**src/sram_host_pkg.sv**
```systemverilog
`default_nettype none
package sram_host_pkg;

  localparam int WORD_INDEX_W = 17;
  localparam int DATA_W = 32;
  localparam int BYTE_W = 8;
  localparam int BYTE_LANES = 4;

  // Both density lines open on this module; the socket pulls them high.
  localparam logic [1:0] DENSITY_OPEN = 2'h3;

  // Minimum times in ns; counts are derived from the 20 MHz clock.
  localparam int CLK_PERIOD_NS = 50;
  localparam int READ_CYCLE_NS = 25;
  localparam int WRITE_PULSE_NS = 15;
  localparam int DESELECT_TO_RETAIN_NS = 0;
  localparam int RECOVERY_NS = 25;

  function automatic int ns_to_cycles(input int ns);
    int c;
    c = (ns + CLK_PERIOD_NS - 1) / CLK_PERIOD_NS;
    return (c < 1) ? 1 : c;
  endfunction

  localparam int READ_CYCLES = ns_to_cycles(READ_CYCLE_NS);
  localparam int WRITE_CYCLES = ns_to_cycles(WRITE_PULSE_NS);
  localparam int RETAIN_CYCLES = ns_to_cycles(DESELECT_TO_RETAIN_NS);
  localparam int RECOVERY_CYCLES = ns_to_cycles(RECOVERY_NS);
  localparam int CNT_W = 4;

  typedef struct packed {
    logic write;
    logic [BYTE_LANES-1:0] lanes;
    logic [WORD_INDEX_W-1:0] word_index;
    logic [DATA_W-1:0] wdata;
  } sram_req_t;

  typedef struct packed {
    logic [WORD_INDEX_W-1:0] word_index;
    logic write_n;
    logic drive_n;
    logic [BYTE_LANES-1:0] byte_select_n;
  } sram_pins_t;

  typedef enum logic [2:0] {
    ST_IDLE = 3'b000,
    ST_SETUP = 3'b001,
    ST_STROBE = 3'b010,
    ST_HOLD = 3'b011,
    ST_READ = 3'b100,
    ST_RETAIN = 3'b101,
    ST_RECOVER = 3'b110
  } host_state_t;

endpackage
`default_nettype wire

```
**src/sram_host.sv**
```systemverilog
// Behaviour
// - Four active-low byte selects pick bytes independently.
// - Host reads two density lines to learn module density.
// - Write interval is where select and strobe are both low.
// - Address is valid no later than the last byte select falls.
// - Module is deselected before retention begins, zero ns minimum.
`timescale 1ns/1ps
`default_nettype none
module sram_host
  import sram_host_pkg::*;
(
  input wire logic clk_sys_i,
  input wire logic rst_n_i,
  input wire logic req_valid_i,
  input wire sram_req_t req_i,
  input wire logic retain_req_i,
  input wire logic [1:0] density_code_i,
  input wire logic [DATA_W-1:0] data_lines_i,
  output logic req_ready_o,
  output logic rsp_valid_o,
  output logic [DATA_W-1:0] rsp_data_o,
  output logic density_match_o,
  output logic retain_o,
  output sram_pins_t pins_o,
  output logic [DATA_W-1:0] data_lines_o,
  output logic [DATA_W-1:0] data_lines_oe_o
);

  host_state_t state;
  host_state_t next_state;
  logic [CNT_W-1:0] cnt;
  sram_req_t cur;
  logic req_ready;
  logic rsp_valid;
  logic [DATA_W-1:0] rsp_data;
  logic density_match;
  logic retain;
  sram_pins_t pins;
  logic ld;
  logic drv;

  wire logic cnt_done = (cnt == '0);
  wire logic take = req_ready & req_valid_i;
  wire logic take_retain = (state == ST_IDLE) & retain_req_i;
  // Retention is asked while idle; a pending access waits for recovery.
  wire logic go_access = take & ~retain_req_i & (state == ST_IDLE);
  wire logic in_read = (state == ST_READ);
  wire logic selected = (state == ST_SETUP) | (state == ST_STROBE) |
                        (state == ST_HOLD) | in_read;
  wire logic any_lane = |cur.lanes;

  always_comb begin
    next_state = state;
    case (state)
      ST_IDLE: begin
        if (take_retain) begin
          next_state = ST_RETAIN;
        end else if (go_access) begin
          next_state = req_i.write ? ST_SETUP : ST_READ;
        end
      end
      ST_SETUP: next_state = ST_STROBE;
      ST_STROBE: next_state = cnt_done ? ST_HOLD : ST_STROBE;
      ST_HOLD: next_state = ST_IDLE;
      ST_READ: next_state = cnt_done ? ST_IDLE : ST_READ;
      ST_RETAIN: next_state = retain_req_i ? ST_RETAIN : ST_RECOVER;
      ST_RECOVER: next_state = cnt_done ? ST_IDLE : ST_RECOVER;
      default: next_state = ST_IDLE;
    endcase
  end

  assign ld = go_access;
  assign drv = (next_state == ST_SETUP) | (next_state == ST_STROBE) |
               (next_state == ST_HOLD);

  always_ff @(posedge clk_sys_i) begin
    if (!rst_n_i) begin
      state <= ST_IDLE;
      cnt <= '0;
      cur <= '0;
    end else begin
      state <= next_state;
      if (ld) begin
        cur <= req_i;
      end
      if (go_access && !req_i.write) begin
        cnt <= CNT_W'(READ_CYCLES - 1);
      end else if (state == ST_SETUP) begin
        cnt <= CNT_W'(WRITE_CYCLES - 1);
      end else if (take_retain) begin
        cnt <= CNT_W'(RETAIN_CYCLES - 1);
      end else if (state == ST_RETAIN) begin
        cnt <= CNT_W'(RECOVERY_CYCLES - 1);
      end else if (!cnt_done) begin
        cnt <= cnt - 1'b1;
      end
    end
  end

  always_ff @(posedge clk_sys_i) begin
    if (!rst_n_i) begin
      pins.word_index <= '0;
      pins.write_n <= 1'b1;
      pins.drive_n <= 1'b1;
      pins.byte_select_n <= '1;
      req_ready <= 1'b0;
      rsp_valid <= 1'b0;
      rsp_data <= '0;
      density_match <= 1'b0;
      retain <= 1'b0;
    end else begin
      // Address is set in the same edge as the selects fall.
      if (ld) begin
        pins.word_index <= req_i.word_index;
      end
      // Only the requested lanes are selected.
      pins.byte_select_n <= (next_state == ST_READ ||
                             next_state == ST_SETUP ||
                             next_state == ST_STROBE ||
                             next_state == ST_HOLD) ?
                            ~(ld ? req_i.lanes : cur.lanes) : '1;
      // Strobe low only inside selects, framed by setup and hold.
      // A write with no lane selected leaves the strobe high as well.
      pins.write_n <= ~((next_state == ST_STROBE) & any_lane);
      // Drive control low only on reads, so the module floats otherwise.
      pins.drive_n <= (next_state != ST_READ);
      req_ready <= (next_state == ST_IDLE) & ~retain_req_i;
      rsp_valid <= in_read & cnt_done;
      if (in_read && cnt_done) begin
        rsp_data <= data_lines_i;
      end
      density_match <= (density_code_i == DENSITY_OPEN);
      // Retention flag rises only after the selects went high.
      retain <= (state == ST_RETAIN) & ~selected;
    end
  end

  sram_lane_drv #(
    .LANES(BYTE_LANES)
  ) u_lane (
    .clk_sys_i(clk_sys_i),
    .rst_n_i(rst_n_i),
    .load_i(ld),
    .drive_i(drv),
    .lanes_i(ld ? req_i.lanes : cur.lanes),
    .wdata_i(req_i.wdata),
    .data_lines_o(data_lines_o),
    .data_lines_oe_o(data_lines_oe_o)
  );

  assign req_ready_o = req_ready;
  assign rsp_valid_o = rsp_valid;
  assign rsp_data_o = rsp_data;
  assign density_match_o = density_match;
  assign retain_o = retain;
  assign pins_o = pins;

endmodule
`default_nettype wire

```
**src/sram_lane_drv.sv**
```systemverilog
`timescale 1ns/1ps
`default_nettype none
// Per-lane data driver: holds write data and enables only selected lanes.
module sram_lane_drv
  import sram_host_pkg::*;
#(
  parameter int LANES = BYTE_LANES
) (
  input wire logic clk_sys_i,
  input wire logic rst_n_i,
  input wire logic load_i,
  input wire logic drive_i,
  input wire logic [LANES-1:0] lanes_i,
  input wire logic [LANES*BYTE_W-1:0] wdata_i,
  output logic [LANES*BYTE_W-1:0] data_lines_o,
  output logic [LANES*BYTE_W-1:0] data_lines_oe_o
);

  for (genvar g = 0; g < LANES; g++) begin : g_lane
    logic [BYTE_W-1:0] hold;
    logic en;
    assign data_lines_o[g*BYTE_W +: BYTE_W] = hold;
    assign data_lines_oe_o[g*BYTE_W +: BYTE_W] = {BYTE_W{en}};
    always_ff @(posedge clk_sys_i) begin
      if (!rst_n_i) begin
        hold <= '0;
        en <= 1'b0;
      end else begin
        if (load_i) begin
          hold <= wdata_i[g*BYTE_W +: BYTE_W];
        end
        // Unselected lanes stay undriven, so the module keeps them.
        en <= drive_i & lanes_i[g];
      end
    end
  end

endmodule
`default_nettype wire

```
**config.mk**
```make
export PLATFORM = sky130hd
export DESIGN_NAME = sram_host
export DESIGN_NICKNAME = d
export VERILOG_FILES = /design/src/sram_host_pkg.sv /design/src/sram_host.sv /design/src/sram_lane_drv.sv
export SDC_FILE = /design/constraint.sdc
export NUM_CORES = 1
export LEC_CHECK = 0
export BUFFER_PORTS_ARGS = -buffer_cell sky130_fd_sc_hd__buf_4
export CORE_ASPECT_RATIO = 0.8
export CORE_MARGIN = 2
export CORE_UTILIZATION = 48
export DETAILED_ROUTE_END_ITERATION = 6
export GPL_ROUTABILITY_DRIVEN = 0
export PLACE_DENSITY = 0.9
export SETUP_SLACK_MARGIN = 0.05
export SLEW_MARGIN = 20
export SYNTH_ARGS = -nofsm -noshare
export SYNTH_HDL_FRONTEND = slang
export SYNTH_SLANG_ARGS = --single-unit
```
**constraint.sdc**
```tcl
create_clock -name clk_sys_i -period 5.1 [get_ports clk_sys_i]
set_input_delay 0.765 -clock clk_sys_i [delete_from_list [all_inputs] [get_ports clk_sys_i]]
set_output_delay 0.765 -clock clk_sys_i [all_outputs]
set_load 0.01 [all_outputs]
```
==> results of run 1 <==
==> flip-flops by register name, summed over array words and instances, names as in the netlist, 3 cells and up <==
register,count
cur,4
u_lane.g_lane.hold,32
cnt,4
pins_o,23
rsp_data_o,32
state,3
u_lane.g_lane.en,4
==> cell type report <==
class                           instances  area (um2)  area share [%]
Tap cell                              108         135            2.44
Inverter                                3        11.3           0.203
Clock inverter                          5        38.8           0.699
Clock buffer                           11         141            2.55
Timing Repair Buffer                  216        1620            29.2
Sequential cell                       106        2120            38.3
Multi-Input combinational cell        315        1480            26.6
==> cell usage after synthesis, types with 2 or more instances <==
| cell | count | area [um2] |
|---|---|---|
| nor3b_1 | 2 | 15.0 |
| nor3_1 | 3 | 15.0 |
| dfxtp_1 | 106 | 2120 |
| buf_4 | 32 | 240 |
| xor2_1 | 2 | 17.5 |
| clkbuf_1 | 24 | 90.1 |
| and3_1 | 3 | 18.8 |
| nor4_1 | 2 | 12.5 |
| nor2b_1 | 6 | 37.5 |
| buf_2 | 3 | 15.0 |
| a21oi_1 | 89 | 445 |
| nand2_1 | 174 | 653 |
| nand2b_1 | 4 | 25.0 |
| or3b_1 | 2 | 17.5 |
| nor2_1 | 7 | 26.3 |
| inv_1 | 2 | 7.51 |
==> per-stage QoR <==
step                total power, mW  utilization [%]  instances  hold WS (ns)  instance area (um2)
detailed placement             1.54             67.5        748         0.447                 5360
CTS                            2.01             69.8        764         0.462                 5540
floorplan                      1.32                -        484         0.464                 3950
global route                   2.11             69.8        764         0.480                 5550
global placement               1.51             67.4        748         0.442                 5360
finish                         1.99             69.8        764         0.459                 5550
==> report_power, final <==
| part | internal (mW) | leakage, nW | total [mW] | switching (mW) |
|---|---|---|---|---|
| registers | 0.908 | 0.857 | 0.964 | 0.0558 |
| logic | 0.256 | 1.49 | 0.554 | 0.298 |
| clock network | 0.194 | 0.0899 | 0.469 | 0.275 |
==> per-layer routing <==
| metal | track usage [%] | routed length [um] | up-vias |
|---|---|---|---|
| met5 | 0 | 0 | - |
| met4 | 7.64 | 202 | 0 |
| met3 | 8.91 | 946 | 17 |
| met2 | 39.4 | 5200 | 161 |
| met1 | 25.3 | 4030 | 1679 |
| li1 | - | - | 1862 |
==> logic make-up (layout without fill, tap and decap cells) <==
group | count (synthesis) | count (layout)
compound gates | 93 | 93
xor+xnor | 3 | 3
fa+ha+maj | 1 | 1
buf+inv | 63 | 235
flops | 106 | 106
mux | 1 | 1
simple gates | 217 | 217
==> worst max-delay path by stage <==
stage and endpoint:
3_3_place_gp pins_o[1], 5_1_grt pins_o[5], 6_report pins_o[5], 4_1_cts rsp_data_o[1]
2_1_floorplan pins_o[5], 3_5_place_dp pins_o[1]
==> worst min-delay path, cell delays in order (launching register included) <==
cell	delay (ns)
dfxtp_1	0.32
nand2_1	0.05
a21oi_1	0.05
==> results.tsv, run 1 <==
stage	metric	value	unit
logic_synthesis	ys_seq_elements	106	
finish	final_common_cell	buf_4	
logic_synthesis	synth-compound-area-share	12.1	%
detailed_routing	viasPerCell	4.87	
logic_synthesis	synth_enable_flop_cells	0	
power_and_ir_drop	ir_worst_vdd	0.000186	V
job	drv_cap	0	
sta	worst_slack	2.68	ns
worst_setup_path	cp.required	5.34	ns
sta	fin_skew	0.00973	ns
logic_synthesis	ys.flop_type	dfxtp_1	
worst_setup_path	crit_path_start_kind	register	
worst_setup_path	end_kind	register	
cts	cts_buffer_depth	2	
worst_setup_path	crit_arrival	2.66	ns
placement	dp_slack	2.33	ns
worst_setup_path	critPathMaxStageDelay	0.60	ns
cts	worstSkewPairLatency	0.35	ns
detailed_routing	dr.pass1.iters	4	
logic_synthesis	synth_xor_xnor_area_share	0.665	%
sta	finalSetupViolCount	0	
die	chipHeight	85.1	um
worst_setup_path	rr_worst_depth	5	
hold_path	hold_depth	2	
logic_synthesis	synth_top_family_by_area	simple AND/OR/NAND/NOR gates	
global_route	track_usage	22.6	%
sta	period_share	47.5	%
detailed_routing	drc_errors	0	
hold_path	hold_start	u_lane.g_lane[2].hold[3]	
die	core	7950	um2
cts	postCtsSetupRepairBufs	0	
die	dieArea	8980	um2
global_route	overflow	0	
worst_setup_path	cp_slowest_cell	dfxtp_1	
die	rows	29	
worst_setup_path	worstSetupPathType	reg -> reg	
worst_setup_path	reg2reg_to	pins_o[5]	
logic_synthesis	synth_fa_ha_area_share	0.317	%
detailed_routing	first_iter_violations	159	
hold_path	min_to	u_lane.g_lane[2].hold[3]	
logic_synthesis	syn-num-nets	577	
hold_path	hold_path.class	reg -> reg	
cts	cts_resized	0	
detailed_routing	routed_wl	10400	um
cts	htreeDepth	3	
logic_synthesis	async_flop_share	0	%
global_route	grt_pass1_vias	3452	
worst_setup_path	r2r-start	state[2]	
sta	min_period	2.42	ns
sta	clock.fmax	413	MHz
die	initial_core_util	49.7	%
die	pin_count	215	
placement	port_buffers	214	
finish	syn_to_final_growth	40.4	%
worst_setup_path	rrSetupSlack	2.68	ns
logic_synthesis	synth.avg_cell_area	8.16	um2
sta	slew_violations	0	
cts	cts_hold_buf	0	
cts	root_buffer	clkbuf_8	
detailed_routing	wire_per_inst	13.6	um
sta	tightestPinTransition	0.994	ns
detailed_routing	antenna_left	0	
global_route	grt_max_degree	62	
worst_setup_path	critPathMaxFanout	54	
sta	setup_tns	0	ns
cts	cts_buffers	9	
status	status	completed	
finish	final_nets	744	
sta	final_hold_viol_count	0	
placement	dp_hpwl	7590	um
finish	drive_gt1_share	36.6	%
global_route	grt_antenna_before_repair	0	
cts	clk_pin_slew_worst_paths	0.10	ns
power_and_ir_drop	power_density	358	nW/um2
worst_setup_path	crit_family	simple AND/OR/NAND/NOR gates	
finish	final_cell_mix	buf_4 (216), nand2_1 (174), dfxtp_1 (106)	
logic_synthesis	ys.warnings.count	0	
worst_setup_path	cp_common_cell	or3b_1	
cts	cts_tree	yes	
logic_synthesis	synth_cell_types	39	
power_and_ir_drop	p_leak	2.44	nW
finish	insertedDiodeCount	0	
detailed_routing	via_count	3719	
sta	slew_headroom	33.8	%
cts	cts_sinks	106	
sta	rsz0062_at_grt	no	
global_route	grt_pass1_wl	16300	um
finish	fillers	625	
logic_synthesis	yosys.area_share.simple	23.9	%
logic_synthesis	synth_area	3950	um2
worst_setup_path	cp_num_buf_inv	0	
worst_setup_path	cp-startpoint	state[2]	
worst_setup_path	crit_chain	nor2_1 > and4_2 > a21oi_1 > or3b_1 > or3b_1	
die	die_x	105	um
logic_synthesis	synth_seq_area_share	53.7	%
logic_synthesis	synth_cells	484	
logic_synthesis	synth_mux_area_share	0.253	%
worst_setup_path	cp.depth	5	
Power figures use the tool's default switching activity.
==> inputs of run 2 (changes only) <==
--- a/config.mk
+++ b/config.mk
@@ -5,13 +5,14 @@
 export SDC_FILE = /design/constraint.sdc
 export NUM_CORES = 1
 export LEC_CHECK = 0
+export ABC_AREA = 1
 export BUFFER_PORTS_ARGS = -buffer_cell sky130_fd_sc_hd__buf_4
 export CORE_ASPECT_RATIO = 0.8
 export CORE_MARGIN = 2
-export CORE_UTILIZATION = 48
+export CORE_UTILIZATION = 45
 export DETAILED_ROUTE_END_ITERATION = 6
 export GPL_ROUTABILITY_DRIVEN = 0
-export PLACE_DENSITY = 0.9
+export PLACE_DENSITY = 0.85
 export SETUP_SLACK_MARGIN = 0.05
 export SLEW_MARGIN = 20
 export SYNTH_ARGS = -nofsm -noshare
==> constraint.sdc (replaced) <==
create_clock -name clk_sys_i -period 2.4 [get_ports clk_sys_i]
set_input_delay 0.36 -clock clk_sys_i [delete_from_list [all_inputs] [get_ports clk_sys_i]]
set_output_delay 0.36 -clock clk_sys_i [all_outputs]
set_load 0.01 [all_outputs]
==> run 2 against run 1 <==
Clock skew down 0.0012 ns; via count grew 3.0%; sequential power is 100% higher; clock-buffer cell count did not move; global-route usage is 1.7 points lower.
==> results.tsv, run 2 <==
stage	metric	value	unit
global_route	grt_max_degree	50	
global_route	use_met1	24.4	%
sta	min_period	1.82	ns
finish	insertedDiodeCount	0	
finish	drive_gt1_share	38.0	%
placement	dp_cells	775	
worst_setup_path	critPathMaxFanout	42	
worst_setup_path	cp.required	2.70	ns
finish	final_common_cell	buf_4	
worst_setup_path	crit_arrival	2.12	ns
hold_path	hold_path.class	in -> reg	
logic_synthesis	yosysTopAreaCellShare	52.5	%
global_route	grtUsageMet2	35.5	%
cts	cts_resized	0	
logic_synthesis	synth.avg_cell_area	8.04	um2
finish	final_nets	767	
logic_synthesis	synth_area	4040	um2
power_and_ir_drop	p_leak	2.61	nW
detailed_routing	routed_wl	10200	um
worst_setup_path	end_kind	register	
cts	cts_tree	yes	
die	die_x	110	um
finish	syn_to_final_growth	39.2	%
logic_synthesis	synth_cells	503	
finish	final_cell_mix	buf_4 (218), nor2_1 (182), dfxtp_1 (106)	
cts	postCtsSetupRepairBufs	0	
logic_synthesis	synth_common_cells	nor2_1 (182), dfxtp_1 (106), o21ai_0 (72)	
logic_synthesis	synth_seq_area_share	52.5	%
sta	slew_headroom	64.9	%
power_and_ir_drop	power_density	660	nW/um2
die	pin_count	215	
detailed_routing	drc_errors	0	
logic_synthesis	ys_top_cells_by_area	dfxtp_1 (52%), nor2_1 (17%), o21ai_0 (8.9%), buf_4 (7.2%), nand2_1 (1.5%)	
detailed_routing	first_iter_violations	168	
sta	rsz0062_at_grt	no	
detailed_routing	dr.pass1.iters	5	
cts	cts_buffer_depth	2	
logic_synthesis	ys.flop_type	dfxtp_1	
placement	dp_hpwl	7640	um
logic_synthesis	syn-num-nets	596	
logic_synthesis	synth_enable_flop_cells	0	
worst_setup_path	crit_path_start_kind	register	
sta	slew_violations	0	
die	core	8600	um2
job	drv_cap	0	
sta	tightestPinTransition	0.526	ns
logic_synthesis	synth.most_common_cell	nor2_1	
die	chipHeight	88.8	um
cts	root_buffer	clkbuf_8	
sta	fin_skew	0.00851	ns
detailed_routing	via_count	3830	
power_and_ir_drop	ir_worst_vdd	0.000350	V
sta	setup_tns	0	ns
global_route	busiest_layer	met2	
die	initial_core_util	47.0	%
detailed_routing	viasPerCell	4.84	
cts	clk_pin_slew_worst_paths	0.10	ns
global_route	grt_pass1_wl	16000	um
logic_synthesis	synth_cell_types	29	
logic_synthesis	ys_seq_elements	106	
sta	finalSetupViolCount	0	
global_route	track_usage	20.9	%
cts	cts_hold_buf	0	
placement	port_buffers	214	
die	rows	30	
status	status	completed	
global_route	grt_util_met3	6.63	%
worst_setup_path	worstSetupPathType	reg -> reg	
global_route	grt_pass1_vias	3466	
logic_synthesis	async_flop_share	0	%
die	dieArea	9760	um2
detailed_routing	antenna_left	0	
cts	cts_buffers	9	
sta	clock.fmax	551	MHz
logic_synthesis	synth_top_cell_by_area	dfxtp_1	
cts	cts_sinks	106	
logic_synthesis	ys.warnings.count	0	
cts	worstSkewPairLatency	0.36	ns
finish	stdcell_count	791	
global_route	overflow	0	
detailed_routing	wire_per_inst	13.0	um
sta	final_hold_viol_count	0	
global_route	grt_antenna_before_repair	0	
cts	htreeDepth	3	
sta	period_share	75.6	%
-- run 2: stage by stage --
| stage | power (mW) | hold slack [ns] | area, um2 | setup WS [ns] | util [%] |
|---|---|---|---|---|---|
| 2_1_floorplan | 2.36 | 0.452 | 4040 | 0.994 | - |
| 3_3_place_gp | 2.67 | 0.465 | 5430 | 0.587 | 63.2 |
| 3_5_place_dp | 2.70 | 0.474 | 5430 | 0.511 | 63.2 |
| 4_1_cts | 3.75 | 0.208 | 5630 | 0.604 | 65.5 |
| 5_1_grt | 3.92 | 0.222 | 5630 | 0.390 | 65.5 |
| 6_report | 3.72 | 0.226 | 5630 | 0.585 | 65.5 |
-- run 2: cell families after synthesis --
kind of cell	share of synthesized area, %
AO/OA/AOI/OAI	11.5
XOR/XNOR	0.217
adder cells (fa/ha/maj)	0.309
buffers and inverters	11.4
flip-flops	52.5
AND/OR/NAND/NOR	24.1
-- run 2: critical path, stage by stage, from the launching register on --
cell     delay, ns
dfxtp_1       0.39
nor3_2        0.27
nand2_4       0.24
inv_4         0.41
buf_4         0.27
nor2_1        0.06
nor2_1        0.10
-- run 2: path summary, 6_finish.rpt --
path                                               start                        to  slack, ns  cells after the start
worst max-delay path                            state[0]  u_lane.g_lane[0].hold[0]       0.58                      6
worst min-delay path                   density_code_i[1]           density_match_o       0.23                      3
worst max register to register                  state[0]  u_lane.g_lane[0].hold[0]       0.58                      6
worst min register to register  u_lane.g_lane[2].hold[2]  u_lane.g_lane[2].hold[2]       0.49                      2
-- run 2: area by class of cell --
cell class	count	area (um2)
multi-input cells	321	1460
fillers	737	2970
flip-flops and latches	106	2120
well taps	112	140
clock inverters	5	46.3
clock buffers	11	151
inverters	18	70.1
repair buffers	218	1640
-- run 2: report_power, final --
part	total (mW)	internal, mW	switching (mW)
logic	0.715	0.342	0.373
clock network	1.06	0.451	0.611
registers	1.94	1.87	0.0670
-- run 2: layer usage --
layer  wire [um]  vias up  part of all wire (%)
met4         261        0                   2.5
met3         835       20                   8.1
li1            -     1908                     -
met2        5170      170                    50
met5           0        -                     0
met1        3990     1732                    39
